<file path="config.mk">
export PLATFORM = sky130hd
export DESIGN_NAME = irq_priority_and_sources
export DESIGN_NICKNAME = d
export VERILOG_FILES = /design/src/hdl/irq_pkg.sv /design/src/hdl/irq_priority_and_sources.sv
export SDC_FILE = /design/constraint.sdc
export NUM_CORES = 1
export LEC_CHECK = 0
export ABC_AREA = 0
export BUFFER_PORTS_ARGS = -buffer_cell sky130_fd_sc_hd__buf_2
export CELL_PAD_IN_SITES_DETAIL_PLACEMENT = 1
export CELL_PAD_IN_SITES_GLOBAL_PLACEMENT = 2
export CORE_MARGIN = 5
export CORE_UTILIZATION = 30
export CTS_CLUSTER_DIAMETER = 100
export CTS_CLUSTER_SIZE = 25
export DETAILED_ROUTE_END_ITERATION = 12
export HOLD_SLACK_MARGIN = 0.06
export PLACE_DENSITY = 0.75
export SLEW_MARGIN = 5
export SYNTH_ARGS = -nofsm -noshare
export SYNTH_HDL_FRONTEND = slang
export SYNTH_SLANG_ARGS = --single-unit
</file>
<file path="constraint.sdc">
create_clock -name mclk -period 17.35 [get_ports mclk]
set_input_delay 3.47 -clock mclk [delete_from_list [all_inputs] [get_ports mclk]]
set_output_delay 3.47 -clock mclk [all_outputs]
set_load 0.05 [all_outputs]
</file>
<file path="src/hdl/irq_pkg.sv">
package irq_pkg;
  localparam int ADDR_W = 12;
  localparam int DATA_W = 8;
  localparam int PC_W = 24;
  localparam int LVL_W = 3;
  localparam int NUM_W = 4;

  // ---------------------------------------------------------------
  // Register offsets
  // ---------------------------------------------------------------
  localparam logic [ADDR_W-1:0] AM_EN = 12'h009;
  localparam logic [ADDR_W-1:0] AM_ADDR_BASE = 12'h010;
  localparam logic [ADDR_W-1:0] EXT_CTL_BASE = 12'h048;
  localparam logic [ADDR_W-1:0] KEY_CTL = 12'h04E;
  localparam logic [ADDR_W-1:0] CPU_STAT = 12'h0F0;
  localparam logic [ADDR_W-1:0] REQ_SEL = 12'h31F;
  localparam logic [ADDR_W-1:0] KEY_DIS = 12'h3AF;
  localparam logic [ADDR_W-1:0] NMI_PORT = 12'h3C4;

  // ---------------------------------------------------------------
  // Field positions and fixed values
  // ---------------------------------------------------------------
  localparam int CTL_REQ = 3;
  localparam int CTL_POL = 4;
  localparam int CTL_LSENSE = 5;
  localparam int STAT_IFLAG = 3;
  localparam int KEY_DIS_BIT = 7;
  localparam int NMI_PORT_BIT = 5;
  localparam logic [LVL_W-1:0] LEVEL_RESET = 3'h0;
  localparam logic [LVL_W-1:0] LEVEL_FIXED = 3'h7;
  localparam logic [PC_W-1:0] VEC_MASKABLE = 24'h000000;
  localparam logic [PC_W-1:0] VEC_FAST = 24'h000002;

  // Source numbers seen by the sequencer
  localparam logic [NUM_W-1:0] SRC_KEY = 4'h6;
  localparam logic [NUM_W-1:0] SRC_NMI = 4'h7;
  localparam logic [NUM_W-1:0] SRC_WDT = 4'h8;
  localparam logic [NUM_W-1:0] SRC_SSTEP = 4'h9;
  localparam logic [NUM_W-1:0] SRC_AM0 = 4'hA;

  typedef struct packed {
    logic wr;
    logic rd;
    logic [ADDR_W-1:0] addr;
    logic [DATA_W-1:0] wdata;
  } bus_req_t;

  typedef struct packed {
    logic valid;
    logic [NUM_W-1:0] num;
    logic [LVL_W-1:0] lvl;
  } accept_t;
endpackage

</file>
<file path="src/hdl/irq_priority_and_sources.sv">
// The implementer's own choices: the plain strobed port and the register addresses.
`timescale 1ns/1ns
// What this block does
// - Only the highest-priority simultaneous request is acknowledged
// - Same level: oldest first, then fixed order
// - Reset, NMI, watchdog, peripheral, step, match order
// - Software interrupts always branch, no arbitration
// - Six external inputs with sense and polarity
// - Both-edge bit makes edge inputs trigger both
// - NMI falling edge is never suppressed
// - NMI pin level readable at port bit 5
// - Key falling edge requests and wakes
// - Held-low key pin masks other key edges
// - Key disable blocks requests and input path
// - Four enabled program-address comparators
// - Address match ignores enable flag and level
// - Address match fires only at instruction start
// - Sequencer vector read clears accepted request; maskable ones only at VEC_MASKABLE or VEC_FAST
// - Clean reset, maskable interrupts held off until software sets the enable flag
// - Acknowledge of a maskable, NMI or watchdog request loads processor level with accepted level
module irq_priority_and_sources #(
  parameter int N_EXT = 6,
  parameter int N_KEY = 4,
  parameter int N_AM = 4,
  parameter int AGE_W = 4
) (
  input wire logic mclk,
  input wire logic rst,
  input wire irq_pkg::bus_req_t bus,
  output logic [irq_pkg::DATA_W-1:0] rdata,
  input wire logic [N_EXT-1:0] ext_request_input,
  input wire logic unmaskable_pin,
  input wire logic [N_KEY-1:0] key_input_pins,
  input wire logic [N_KEY-1:0] key_dir_in,
  input wire logic wdt_req,
  input wire logic sstep_req,
  input wire logic insn_start,
  input wire logic [irq_pkg::PC_W-1:0] pc,
  input wire logic seq_vec_rd,
  input wire logic [irq_pkg::PC_W-1:0] seq_vec_addr,
  input wire logic sw_int,
  output irq_pkg::accept_t acc,
  output logic sw_branch,
  output logic key_wake,
  output logic [N_KEY-1:0] key_port_level
);
  localparam int NP = N_EXT + 1 + N_KEY;
  localparam int NMI_IX = N_EXT;
  localparam int NS = N_EXT + 1;

  if (N_EXT != 6 || N_KEY != 4 || N_AM != 4 || AGE_W < 2) begin : g_chk
    $error("irq_priority_and_sources: unsupported parameters");
  end

  // ---------------------------------------------------------------
  // Pin conditioning
  // ---------------------------------------------------------------
  logic [NP-1:0] pins, s1, s2, s3, pf, pf_q, rise, fall;
  assign pins = {key_input_pins, unmaskable_pin, ext_request_input};
  assign rise = pf & ~pf_q;
  assign fall = ~pf & pf_q;

  for (genvar g = 0; g < NP; g++) begin : g_pin
    always_ff @(posedge mclk) begin
      s1[g] <= pins[g];
      s2[g] <= s1[g];
      s3[g] <= s2[g];
      // Idle-high reset keeps a pulled-up pin from faking an edge
      if (rst) begin
        pf[g] <= 1'b1;
        pf_q[g] <= 1'b1;
      end else begin
        if (s2[g] == s3[g]) begin
          pf[g] <= s3[g];
        end
        pf_q[g] <= pf[g];
      end
    end
  end

  // ---------------------------------------------------------------
  // Registers
  // ---------------------------------------------------------------
  logic [irq_pkg::LVL_W-1:0] lvl [NS];
  logic [N_EXT-1:0] pol, lsense, both;
  logic [NS-1:0] req;
  logic key_dis, i_flag;
  logic [irq_pkg::LVL_W-1:0] processor_priority_level;
  logic [N_AM-1:0] am_en, am_pend;
  logic [irq_pkg::PC_W-1:0] am_addr [N_AM];
  logic nmi_pend, wdt_pend, ss_pend;
  logic take, vec_hit;
  logic [NS-1:0] set_ev;

  assign take = seq_vec_rd && acc.valid;
  // Apart from a control write, only the sequencer's vector fetch clears; bus reads never do
  assign vec_hit = take && (seq_vec_addr == irq_pkg::VEC_MASKABLE ||
                            seq_vec_addr == irq_pkg::VEC_FAST);

  function automatic logic [irq_pkg::ADDR_W-1:0] am_off(input int i, input int b);
    am_off = irq_pkg::AM_ADDR_BASE + irq_pkg::ADDR_W'(4 * i + b);
  endfunction

  for (genvar i = 0; i < NS; i++) begin : g_ctl
    logic wr_ctl;
    assign wr_ctl = bus.wr &&
      bus.addr == irq_pkg::EXT_CTL_BASE + irq_pkg::ADDR_W'(i);
    always_ff @(posedge mclk) begin
      if (rst) begin
        lvl[i] <= '0;
        req[i] <= 1'b0;
      end else begin
        if (wr_ctl) begin
          lvl[i] <= bus.wdata[irq_pkg::LVL_W-1:0];
        end
        // An event in the clearing cycle survives
        if (set_ev[i]) begin
          req[i] <= 1'b1;
        end else if (wr_ctl) begin
          req[i] <= bus.wdata[irq_pkg::CTL_REQ];
        end else if (vec_hit && acc.num == irq_pkg::NUM_W'(i)) begin
          req[i] <= 1'b0;
        end
      end
    end
    if (i < N_EXT) begin : g_ext
      always_ff @(posedge mclk) begin
        if (rst) begin
          pol[i] <= 1'b0;
          lsense[i] <= 1'b0;
        end else if (wr_ctl) begin
          pol[i] <= bus.wdata[irq_pkg::CTL_POL];
          lsense[i] <= bus.wdata[irq_pkg::CTL_LSENSE];
        end
      end
      // Level sense re-raises while the active level stands
      assign set_ev[i] = lsense[i] ? (pf[i] == pol[i]) :
        both[i] ? (rise[i] | fall[i]) :
        (pol[i] ? rise[i] : fall[i]);
    end
  end

  always_ff @(posedge mclk) begin
    if (rst) begin
      both <= '0;
      key_dis <= 1'b0;
      am_en <= '0;
    end else if (bus.wr) begin
      if (bus.addr == irq_pkg::REQ_SEL) begin
        both <= bus.wdata[N_EXT-1:0];
      end
      if (bus.addr == irq_pkg::KEY_DIS) begin
        key_dis <= bus.wdata[irq_pkg::KEY_DIS_BIT];
      end
      if (bus.addr == irq_pkg::AM_EN) begin
        am_en <= bus.wdata[N_AM-1:0];
      end
    end
  end

  for (genvar i = 0; i < N_AM; i++) begin : g_amr
    for (genvar b = 0; b < irq_pkg::PC_W / irq_pkg::DATA_W; b++) begin : g_byte
      always_ff @(posedge mclk) begin
        if (rst) begin
          am_addr[i][irq_pkg::DATA_W*b+:irq_pkg::DATA_W] <= '0;
        end else if (bus.wr && bus.addr == am_off(i, b)) begin
          am_addr[i][irq_pkg::DATA_W*b+:irq_pkg::DATA_W] <= bus.wdata;
        end
      end
    end
  end

  // ---------------------------------------------------------------
  // Key inputs
  // ---------------------------------------------------------------
  logic [N_KEY-1:0] key_en, key_f;
  logic key_all, key_all_q;
  assign key_f = pf[NP-1:NMI_IX+1];
  assign key_en = key_dir_in & ~{N_KEY{key_dis}};
  // AND of enabled pins: one held low hides the others' edges
  assign key_all = &(key_f | ~key_en);
  assign set_ev[NS-1] = key_all_q & ~key_all;

  always_ff @(posedge mclk) begin
    if (rst) begin
      key_all_q <= 1'b1;
      key_wake <= 1'b0;
      key_port_level <= '0;
    end else begin
      key_all_q <= key_all;
      key_wake <= set_ev[NS-1];
      key_port_level <= key_f & key_en;
    end
  end

  // ---------------------------------------------------------------
  // Fixed sources
  // ---------------------------------------------------------------
  always_ff @(posedge mclk) begin
    if (rst) begin
      nmi_pend <= 1'b0;
      wdt_pend <= 1'b0;
      ss_pend <= 1'b0;
      am_pend <= '0;
    end else begin
      // No enable gates this path
      if (fall[NMI_IX]) begin
        nmi_pend <= 1'b1;
      end else if (take && acc.num == irq_pkg::SRC_NMI) begin
        nmi_pend <= 1'b0;
      end
      if (wdt_req) begin
        wdt_pend <= 1'b1;
      end else if (take && acc.num == irq_pkg::SRC_WDT) begin
        wdt_pend <= 1'b0;
      end
      if (sstep_req) begin
        ss_pend <= 1'b1;
      end else if (take && acc.num == irq_pkg::SRC_SSTEP) begin
        ss_pend <= 1'b0;
      end
      for (int i = 0; i < N_AM; i++) begin
        if (insn_start && am_en[i] && pc == am_addr[i]) begin
          am_pend[i] <= 1'b1;
        end else if (take && acc.num == irq_pkg::SRC_AM0 + irq_pkg::NUM_W'(i)) begin
          am_pend[i] <= 1'b0;
        end
      end
    end
  end

  // ---------------------------------------------------------------
  // Arbitration
  // ---------------------------------------------------------------
  logic [AGE_W-1:0] age [NS];
  logic [NS-1:0] elig;
  logic found;
  logic [irq_pkg::NUM_W-1:0] bn;
  logic [irq_pkg::LVL_W-1:0] bl;
  logic [AGE_W-1:0] ba;
  irq_pkg::accept_t next_acc;

  for (genvar i = 0; i < NS; i++) begin : g_age
    assign elig[i] = req[i] && i_flag && lvl[i] > processor_priority_level;
    always_ff @(posedge mclk) begin
      if (rst || !req[i]) begin
        age[i] <= '0;
      end else if (age[i] != '1) begin
        age[i] <= age[i] + AGE_W'(1);
      end
    end
  end

  always_comb begin
    found = 1'b0;
    bn = '0;
    bl = '0;
    ba = '0;
    // Strict compare keeps the lower index on a full tie
    for (int i = 0; i < NS; i++) begin
      if (elig[i] && (!found || lvl[i] > bl ||
          (lvl[i] == bl && age[i] > ba))) begin
        found = 1'b1;
        bn = irq_pkg::NUM_W'(i);
        bl = lvl[i];
        ba = age[i];
      end
    end
    next_acc = '0;
    if (nmi_pend) begin
      next_acc = {1'b1, irq_pkg::SRC_NMI, irq_pkg::LEVEL_FIXED};
    end else if (wdt_pend) begin
      next_acc = {1'b1, irq_pkg::SRC_WDT, irq_pkg::LEVEL_FIXED};
    end else if (found) begin
      next_acc = {1'b1, bn, bl};
    end else if (ss_pend) begin
      next_acc = {1'b1, irq_pkg::SRC_SSTEP, processor_priority_level};
    end else begin
      // Address match skips the enable and level gates
      for (int i = N_AM - 1; i >= 0; i--) begin
        if (am_pend[i]) begin
          next_acc = {1'b1, irq_pkg::SRC_AM0 + irq_pkg::NUM_W'(i), processor_priority_level};
        end
      end
    end
  end

  always_ff @(posedge mclk) begin
    if (rst) begin
      acc <= '0;
      sw_branch <= 1'b0;
    end else begin
      acc <= next_acc;
      sw_branch <= sw_int;
    end
  end

  // ---------------------------------------------------------------
  // Processor level, enable flag and read port
  // ---------------------------------------------------------------
  always_ff @(posedge mclk) begin
    if (rst) begin
      processor_priority_level <= irq_pkg::LEVEL_RESET;
      i_flag <= 1'b0;
    end else if (take) begin
      i_flag <= 1'b0;
      if (acc.num <= irq_pkg::SRC_WDT) begin
        processor_priority_level <= acc.lvl;
      end
    end else if (bus.wr && bus.addr == irq_pkg::CPU_STAT) begin
      processor_priority_level <= bus.wdata[irq_pkg::LVL_W-1:0];
      i_flag <= bus.wdata[irq_pkg::STAT_IFLAG];
    end
  end

  always_ff @(posedge mclk) begin
    if (rst) begin
      rdata <= '0;
    end else begin
      rdata <= '0;
      if (bus.rd) begin
        for (int i = 0; i < NS; i++) begin
          if (bus.addr == irq_pkg::EXT_CTL_BASE + irq_pkg::ADDR_W'(i)) begin
            rdata[irq_pkg::LVL_W-1:0] <= lvl[i];
            rdata[irq_pkg::CTL_REQ] <= req[i];
            if (i < N_EXT) begin
              rdata[irq_pkg::CTL_POL] <= pol[i];
              rdata[irq_pkg::CTL_LSENSE] <= lsense[i];
            end
          end
        end
        for (int i = 0; i < N_AM; i++) begin
          for (int b = 0; b < irq_pkg::PC_W / irq_pkg::DATA_W; b++) begin
            if (bus.addr == am_off(i, b)) begin
              rdata <= am_addr[i][irq_pkg::DATA_W*b+:irq_pkg::DATA_W];
            end
          end
        end
        case (bus.addr)
          irq_pkg::REQ_SEL: rdata[N_EXT-1:0] <= both;
          irq_pkg::KEY_DIS: rdata[irq_pkg::KEY_DIS_BIT] <= key_dis;
          irq_pkg::AM_EN: rdata[N_AM-1:0] <= am_en;
          irq_pkg::CPU_STAT: rdata <= {4'h0, i_flag, processor_priority_level};
          irq_pkg::NMI_PORT: rdata[irq_pkg::NMI_PORT_BIT] <= pf[NMI_IX];
          default: ;
        endcase
      end
    end
  end
endmodule

</file>
### Word level (Yosys, flattened, before mapping)

Memory sizes are Yosys's and may differ from the RTL's.
Index checks and enable logic that the tools add are counted.

| word-level totals | value |
|---|---|
| register bits after elaboration | 115 |
| RAM bits | 145 |
| word-level logic and storage cells | 601 |
| input port bits | 92 |
| memories | 3 |

| operators by class | value |
|---|---|
| multiplexer cells | 233 |
| eq/ne operators | 73 |
| add/sub/neg operators | 7 |
| magnitude comparators | 20 |
| bitwise gates (word level) | 44 |
| reductions and logical operators | 129 |

Memory list:

| name | depth | bits a word | read ports | clocked after memory_dff | write ports | RTL line | text |
|---|---|---|---|---|---|---|---|
| am_addr | 4 | 24 | 4 | 0 | 4 | irq_priority_and_sources.sv:90 | `logic [irq_pkg::PC_W-1:0] am_addr [N_AM];` |
| age | 7 | 4 | 7 | 0 | 7 | irq_priority_and_sources.sv:235 | `logic [AGE_W-1:0] age [NS];` |
| lvl | 7 | 3 | 7 | 0 | 7 | irq_priority_and_sources.sv:84 | `logic [irq_pkg::LVL_W-1:0] lvl [NS];` |

Operators with widths:

| kind | number |
|---|---|
| $mux W8 | 32 |
| $mux W1 | 155 |
| $eq A12 B5 Y1 const B | 12 |
| $eq A24 B24 Y1 | 4 |
| $eq A12 B7 Y1 const B | 7 |
| $mux W4 | 19 |
| $logic_and A1 B1 Y1 | 70 |
| $mux W3 | 17 |
| $gt A3 B3 Y1 | 13 |
| $eq A12 B10 Y1 const B | 3 |
| $mux W6 | 6 |
| $or A1 B1 Y1 | 32 |
| $add A4 B1 Y4 const B | 7 |
| $ne A4 B4 Y1 const B | 7 |
| $eq A24 B2 Y1 const B | 1 |
| $eq A4 B4 Y1 const B | 6 |
| $gt A4 B4 Y1 | 6 |
| $logic_not A24 Y1 | 1 |
| $reduce_bool A3 Y1 | 7 |
| $logic_or A1 B1 Y1 | 20 |
| $eq A3 B3 Y1 | 6 |
| $eq A1 B1 Y1 | 17 |
| $eq A4 B3 Y1 const B | 4 |
| $reduce_bool A2 Y1 | 8 |
| other kinds (24) | 46 |

### Longest topological paths before layout

An unclocked memory read counts as a cell.

| logic depth | value |
|---|---|
| word-level depth | 37 |
| gate-level depth with buffers | 59 |

### Least setup slack after synthesis

Ideal clock, no wire load.

| timing path | value |
|---|---|
| kind | register to register |
| start point | reg processor_priority_level[1] (netlist name) |
| end point | reg acc[3] (netlist name) |
| library setup time | 0.071 ns |
| cell stages (with the launch flop) | 58 |
| path slack | 6.275 ns |
| arrival time | 11.005 ns |
| path through | dfxtp_1 inv_1 ha_1 nor2b_1 o311a_1 and2_1 nand2_1 ha_1 and3_1 a221o_1 a22o_1 o21a_1 buf_2 mux2_2 ha_1 nand2_1 o21ai_0 a21oi_1 [... 22 more ...] ha_1 nor2b_1 o211ai_1 a21oi_1 o22a_1 o21ai_1 and2_1 o211ai_1 o221ai_1 ha_1 nor2b_1 o21a_1 o21a_1 o21ai_0 a41oi_1 o21a_1 or4_1 a21oi_1 |

| on the way | value |
|---|---|
| longest elaborated chain between the ends | 36 |
| elaborated cells on any way between the ends | 90 |
| those cells by class | order compare (19); eq/ne (6); mux (28); reduce/logical (37) |

RTL lines:

| what | RTL line | text |
|---|---|---|
| from (decl) | irq_priority_and_sources.sv:88 | `logic [irq_pkg::LVL_W-1:0] processor_priority_level;` |
| from (signal assigned) | irq_priority_and_sources.sv:303 | `processor_priority_level <= irq_pkg::LEVEL_RESET;` |
| from (signal assigned) | irq_priority_and_sources.sv:308 | `processor_priority_level <= acc.lvl;` |
| from (signal assigned) | irq_priority_and_sources.sv:311 | `processor_priority_level <= bus.wdata[irq_pkg::LVL_W-1:0];` |
| $gt A3 B3 Y1 | irq_priority_and_sources.sv:244 | `assign elig[i] = req[i] && i_flag && lvl[i] > processor_priority_level;` |
| $logic_and A1 B1 Y1 | irq_priority_and_sources.sv:244 |  |
| $mux W4, or another cell as far along | irq_priority_and_sources.sv:261 | `if (elig[i] && (!found \|\| lvl[i] > bl \|\|` |
| $gt A4 B4 Y1, or another cell as far along | irq_priority_and_sources.sv:262 | `(lvl[i] == bl && age[i] > ba))) begin` |
| $logic_and A1 B1 Y1 or $logic_or A1 B1 Y1 (tied branches) | irq_priority_and_sources.sv:262, irq_priority_and_sources.sv:261 |  |
| $logic_or A1 B1 Y1 | irq_priority_and_sources.sv:261 |  |
| $logic_and A1 B1 Y1 | irq_priority_and_sources.sv:261 |  |
| $mux W4, or another cell as far along | irq_priority_and_sources.sv:261 |  |
| [... 20 more ...] | - |  |
| $gt A4 B4 Y1, or another cell as far along | irq_priority_and_sources.sv:262 |  |
| $logic_and A1 B1 Y1 or $logic_or A1 B1 Y1 (tied branches) | irq_priority_and_sources.sv:262, irq_priority_and_sources.sv:261 |  |
| $logic_or A1 B1 Y1 | irq_priority_and_sources.sv:261 |  |
| $logic_and A1 B1 Y1 | irq_priority_and_sources.sv:261 |  |
| $mux W4 or $mux W1 (tied branches) | irq_priority_and_sources.sv:261 |  |
| $mux W8 (*) | irq_priority_and_sources.sv:274 | `end else if (found) begin` |
| $mux W8 (*) | irq_priority_and_sources.sv:272 | `end else if (wdt_pend) begin` |
| $mux W8 (*) | irq_priority_and_sources.sv:270 | `if (nmi_pend) begin` |
| to (signal assigned) | irq_priority_and_sources.sv:293 | `acc <= next_acc;` |
| to (decl) | irq_priority_and_sources.sv:42 | `output irq_pkg::accept_t acc,` |

Every way passes the cells marked *; elsewhere a longest branch is shown, timed or not.
A chain may end at the register's enable or synchronous reset.

### Final worst setup path

| timing path | value |
|---|---|
| start point | reg processor_priority_level[0] (netlist name) |
| end point | reg acc[3] (netlist name) |

The elaborated chain is that of the path after synthesis.

==> summary.md <==
| Metric | Value |
|---|---|
| Final Cycle Share | `0.7720` |
| First-pass iteration count of the detailed router | `7` |
| Core Box Area | `49860 sq um` |
| Critical Path AT | `13.85 ns` |
| Drt total wl | `54640 um` |
| Clock Pin Slew Worst Setup and Hold Paths | `0.10 ns` |
| DRC Markers | `0` |
| Peak VDD IR | `0.05385 mV` |
| CP Data Required Time | `17.81 ns` |
| P&R area growth vs syn | `11.73%` |
| Die ar. | `54590 sq um` |
| Largest delay share family, worst path | `compound AO/OA/AOI/OAI gates` |
| #FFs+latches synth | `260` |
| RSZ-0062 raised after global routing | `false` |
| PD cells | `79.57 nW/um^2` |
| Num rows | `82` |
| DR iter-0 viols | `1027` |
| Worst setup EP type | `flop` |
| Largest area contributor in the netlist | `edfxtp_1` |
| Largest net degree at the start of global routing | `56` |
| Most common cell in the synthesized netlist | `edfxtp_1` |
| Post-DP Area | `16140 sq um` |
| Max-Cap Viols | `0` |
| Fin util | `0.3362` |
| Dpl hpwl | `40890 um` |
| DR WL/cell | `23.83 um` |
| Reg power frac | `0.528` |
| Dominant synthesized flop cell | `edfxtp_1` |
| # resized after CTS | `0` |
| # nets final | `1783` |
| Final TNS setup | `0 ns` |
| Setup bufs post-CTS | `0` |
| Part of the power in combinational logic | `0.110` |
| Boundary pin count | `114` |
| Post-Syn Instances | `1538` |
| Top cells by area, synth | `edfxtp_1 29%, dfxtp_1 15%, ha_1 6.8%` |
| Mapped Area | `15000 sq um` |
| TritonCTS clock tree | `done` |
| Post-synthesis sequential area ratio | `0.4436` |
| Clock latency on the worst-skew pair | `0.54 ns` |
| Element type at the critical path start | `flop` |
| Congestion Overflow GR | `0` |
| Crit path buffers/inverters | `1` |
| Pins Over Slew Limit | `0` |
| Final setup vio count | `0` |
| Critical path type | `flop to flop` |
| Clk Tree Root Cell | `clkbuf_16` |
| Commonest cells post-synth | `145 x edfxtp_1, 134 x nand2_1, 117 x nor2_1` |
| PortBufs | `112` |
| Final WS setup | `3.955 ns` |
| # H-tree levels | `1` |
| Vias | `12460` |
| Post-Syn Area per Cell | `9.756 sq um` |
| CP max FO | `21` |
| Initial antenna violation count | `0` |
| First-pass GRT wire length | `80520 um` |
| # hold bufs at CTS | `0` |
| Share of layout cells above drive strength 1 | `0.1271` |
| Final min period | `13.39 ns` |
| Final Hold Violating Endpoints | `0` |
| Die Ht | `233.6 um` |
| CTS max path bufs | `3` |
| Slew margin rel. | `0.1662` |
| Number of enable flip-flop cells after synthesis | `145` |
| Slowest cell on crit path | `o2bb2ai_1` |
| FMAX | `0.07466 GHz` |
| Psw | `0.3880 mW` |
| Post-DR vias/cell | `5.434` |
| Outcome | `finished clean` |
| Overall Global Routing Usage | `0.1949` |
| Worst slew pin tran | `1.248 ns` |
| Total CTS buffers | `18` |
| Netlist cell types | `85` |
| Sw Share | `0.2909` |
| Dpl ws | `4.012 ns` |
| Internal power | `0.9459 mW` |
| Top cell by count, worst path | `ha_1` |
| Routed Antenna Nets | `0` |
| Area of the multi-input gates | `7814 sq um` |
| Share of the synthesized area in the top cell type | `0.2902` |
| GP Congestion | `0.9494` |
| Fillers | `5772` |
| Syn Nets | `1712` |
| Final Power | `1.334 mW` |
| Synth Warn # | `0` |
| Clock sink count | `260` |
| Synth async-reset ratio | `0` |
| Seq. cell area | `6656 sq um` |
| Die W | `233.6 um` |
| Leakage power | `6.348 nW` |
| Slowest stage delay, CP | `0.86 ns` |
| Initial Util | `0.3009` |
| Vias in the first global route | `12765` |
| Finished Cell Area | `16760 sq um` |
| Clock skew | `0.02246 ns` |
| Diode count | `0` |
| Hold Crit Class | `flop to flop` |
| Clock network power share | `0.361` |
[power groups by stage]
| stage | registers [mW] | logic (mW) | clock network, mW |
|---|---|---|---|
| after detailed placement | 0.719 | 0.146 | 0 |
| after floorplan | 0.711 | 0.0844 | 0 |
| final | 0.705 | 0.147 | 0.482 |
| after global placement | 0.718 | 0.140 | 0 |
| after global routing | 0.708 | 0.160 | 0.517 |
| after CTS | 0.705 | 0.146 | 0.496 |
[per-layer routing]
metal,global-route usage,vias to the layer above,routed length (um)
li1,-,5755,-
met1,0.2549,6198,23210
met2,0.3302,401,25950
met3,0.02942,106,3402
met4,0.06515,0,2069
met5,0,-,0
[layout make-up]
cell class / count / share of cell area
Multi-Input combinational cell: 1156 / 0.4661
Inverter: 50 / 0.01119
Clock inverter: 8 / 0.007687
Tap cell: 672 / 0.05015
Sequential cell: 260 / 0.3970
Clock buffer: 24 / 0.02948
Timing Repair Buffer: 123 / 0.03836
[sequential cells by signal, summed over array words and instances (netlist names), 3 cells and up]
register,cells
acc,8
age,28
am_addr,96
am_en,4
am_pend,4
both,6
key_f,4
key_port_level,4
lsense,6
lvl,21
pf,7
pf_q,7
pol,6
processor_priority_level,3
rdata,8
req,7
s1,11
s2,11
s3,11
[cell families (layout without fill, tap and decap cells)]
| family | after synthesis | count (layout) | synth area share |
|---|---|---|---|
| and+or+nand+nor | 599 | 599 | 0.2142 |
| adders and majority gates | 83 | 83 | 0.06905 |
| muxes | 30 | 30 | 0.02352 |
| xor gates and xnor gates | 116 | 116 | 0.06771 |
| DFF | 260 | 260 | 0.4436 |
| AOI/OAI and AO/OA | 328 | 328 | 0.1463 |
| buffers and inverters | 122 | 205 | 0.03561 |
[metrics by stage]
stage / instances / hold slack [ns]
detailed placement: 2261 / 0.3132
CTS: 2293 / 0.3079
global route: 2293 / 0.3144
finish: 2293 / 0.3072
floorplan: 1538 / 0.3096
global placement: 2261 / 0.3103
[cells in the final DEF (no fill, tap or decap), drive strengths merged, types with 14 or more instances in the layout]
cell and instances:
o21ai 66, clkbuf 24, xor2 57, nand3 62, inv 57, o22ai 20, nor3 23, a211oi 24
a21oi 91, dfxtp 115, edfxtp 145, buf 123, nand4 32, and2 111, nand2 134, nor2b 29
ha 82, nor4 30, mux2i 15, a22oi 14, and3 16, xnor2 59, nor2 121
[path summary, 6_finish.rpt]
check | from | end | slack, ns | cells past startpoint
worst max-delay path | processor_priority_level[0] | acc[3] | 3.96 | 51
worst min-delay path | s1[7] | s2[7] | 0.31 | 0
worst max register to register | processor_priority_level[0] | acc[3] | 3.96 | 51
worst min register to register | s1[7] | s2[7] | 0.31 | 0
Power figures use the tool's default switching activity.
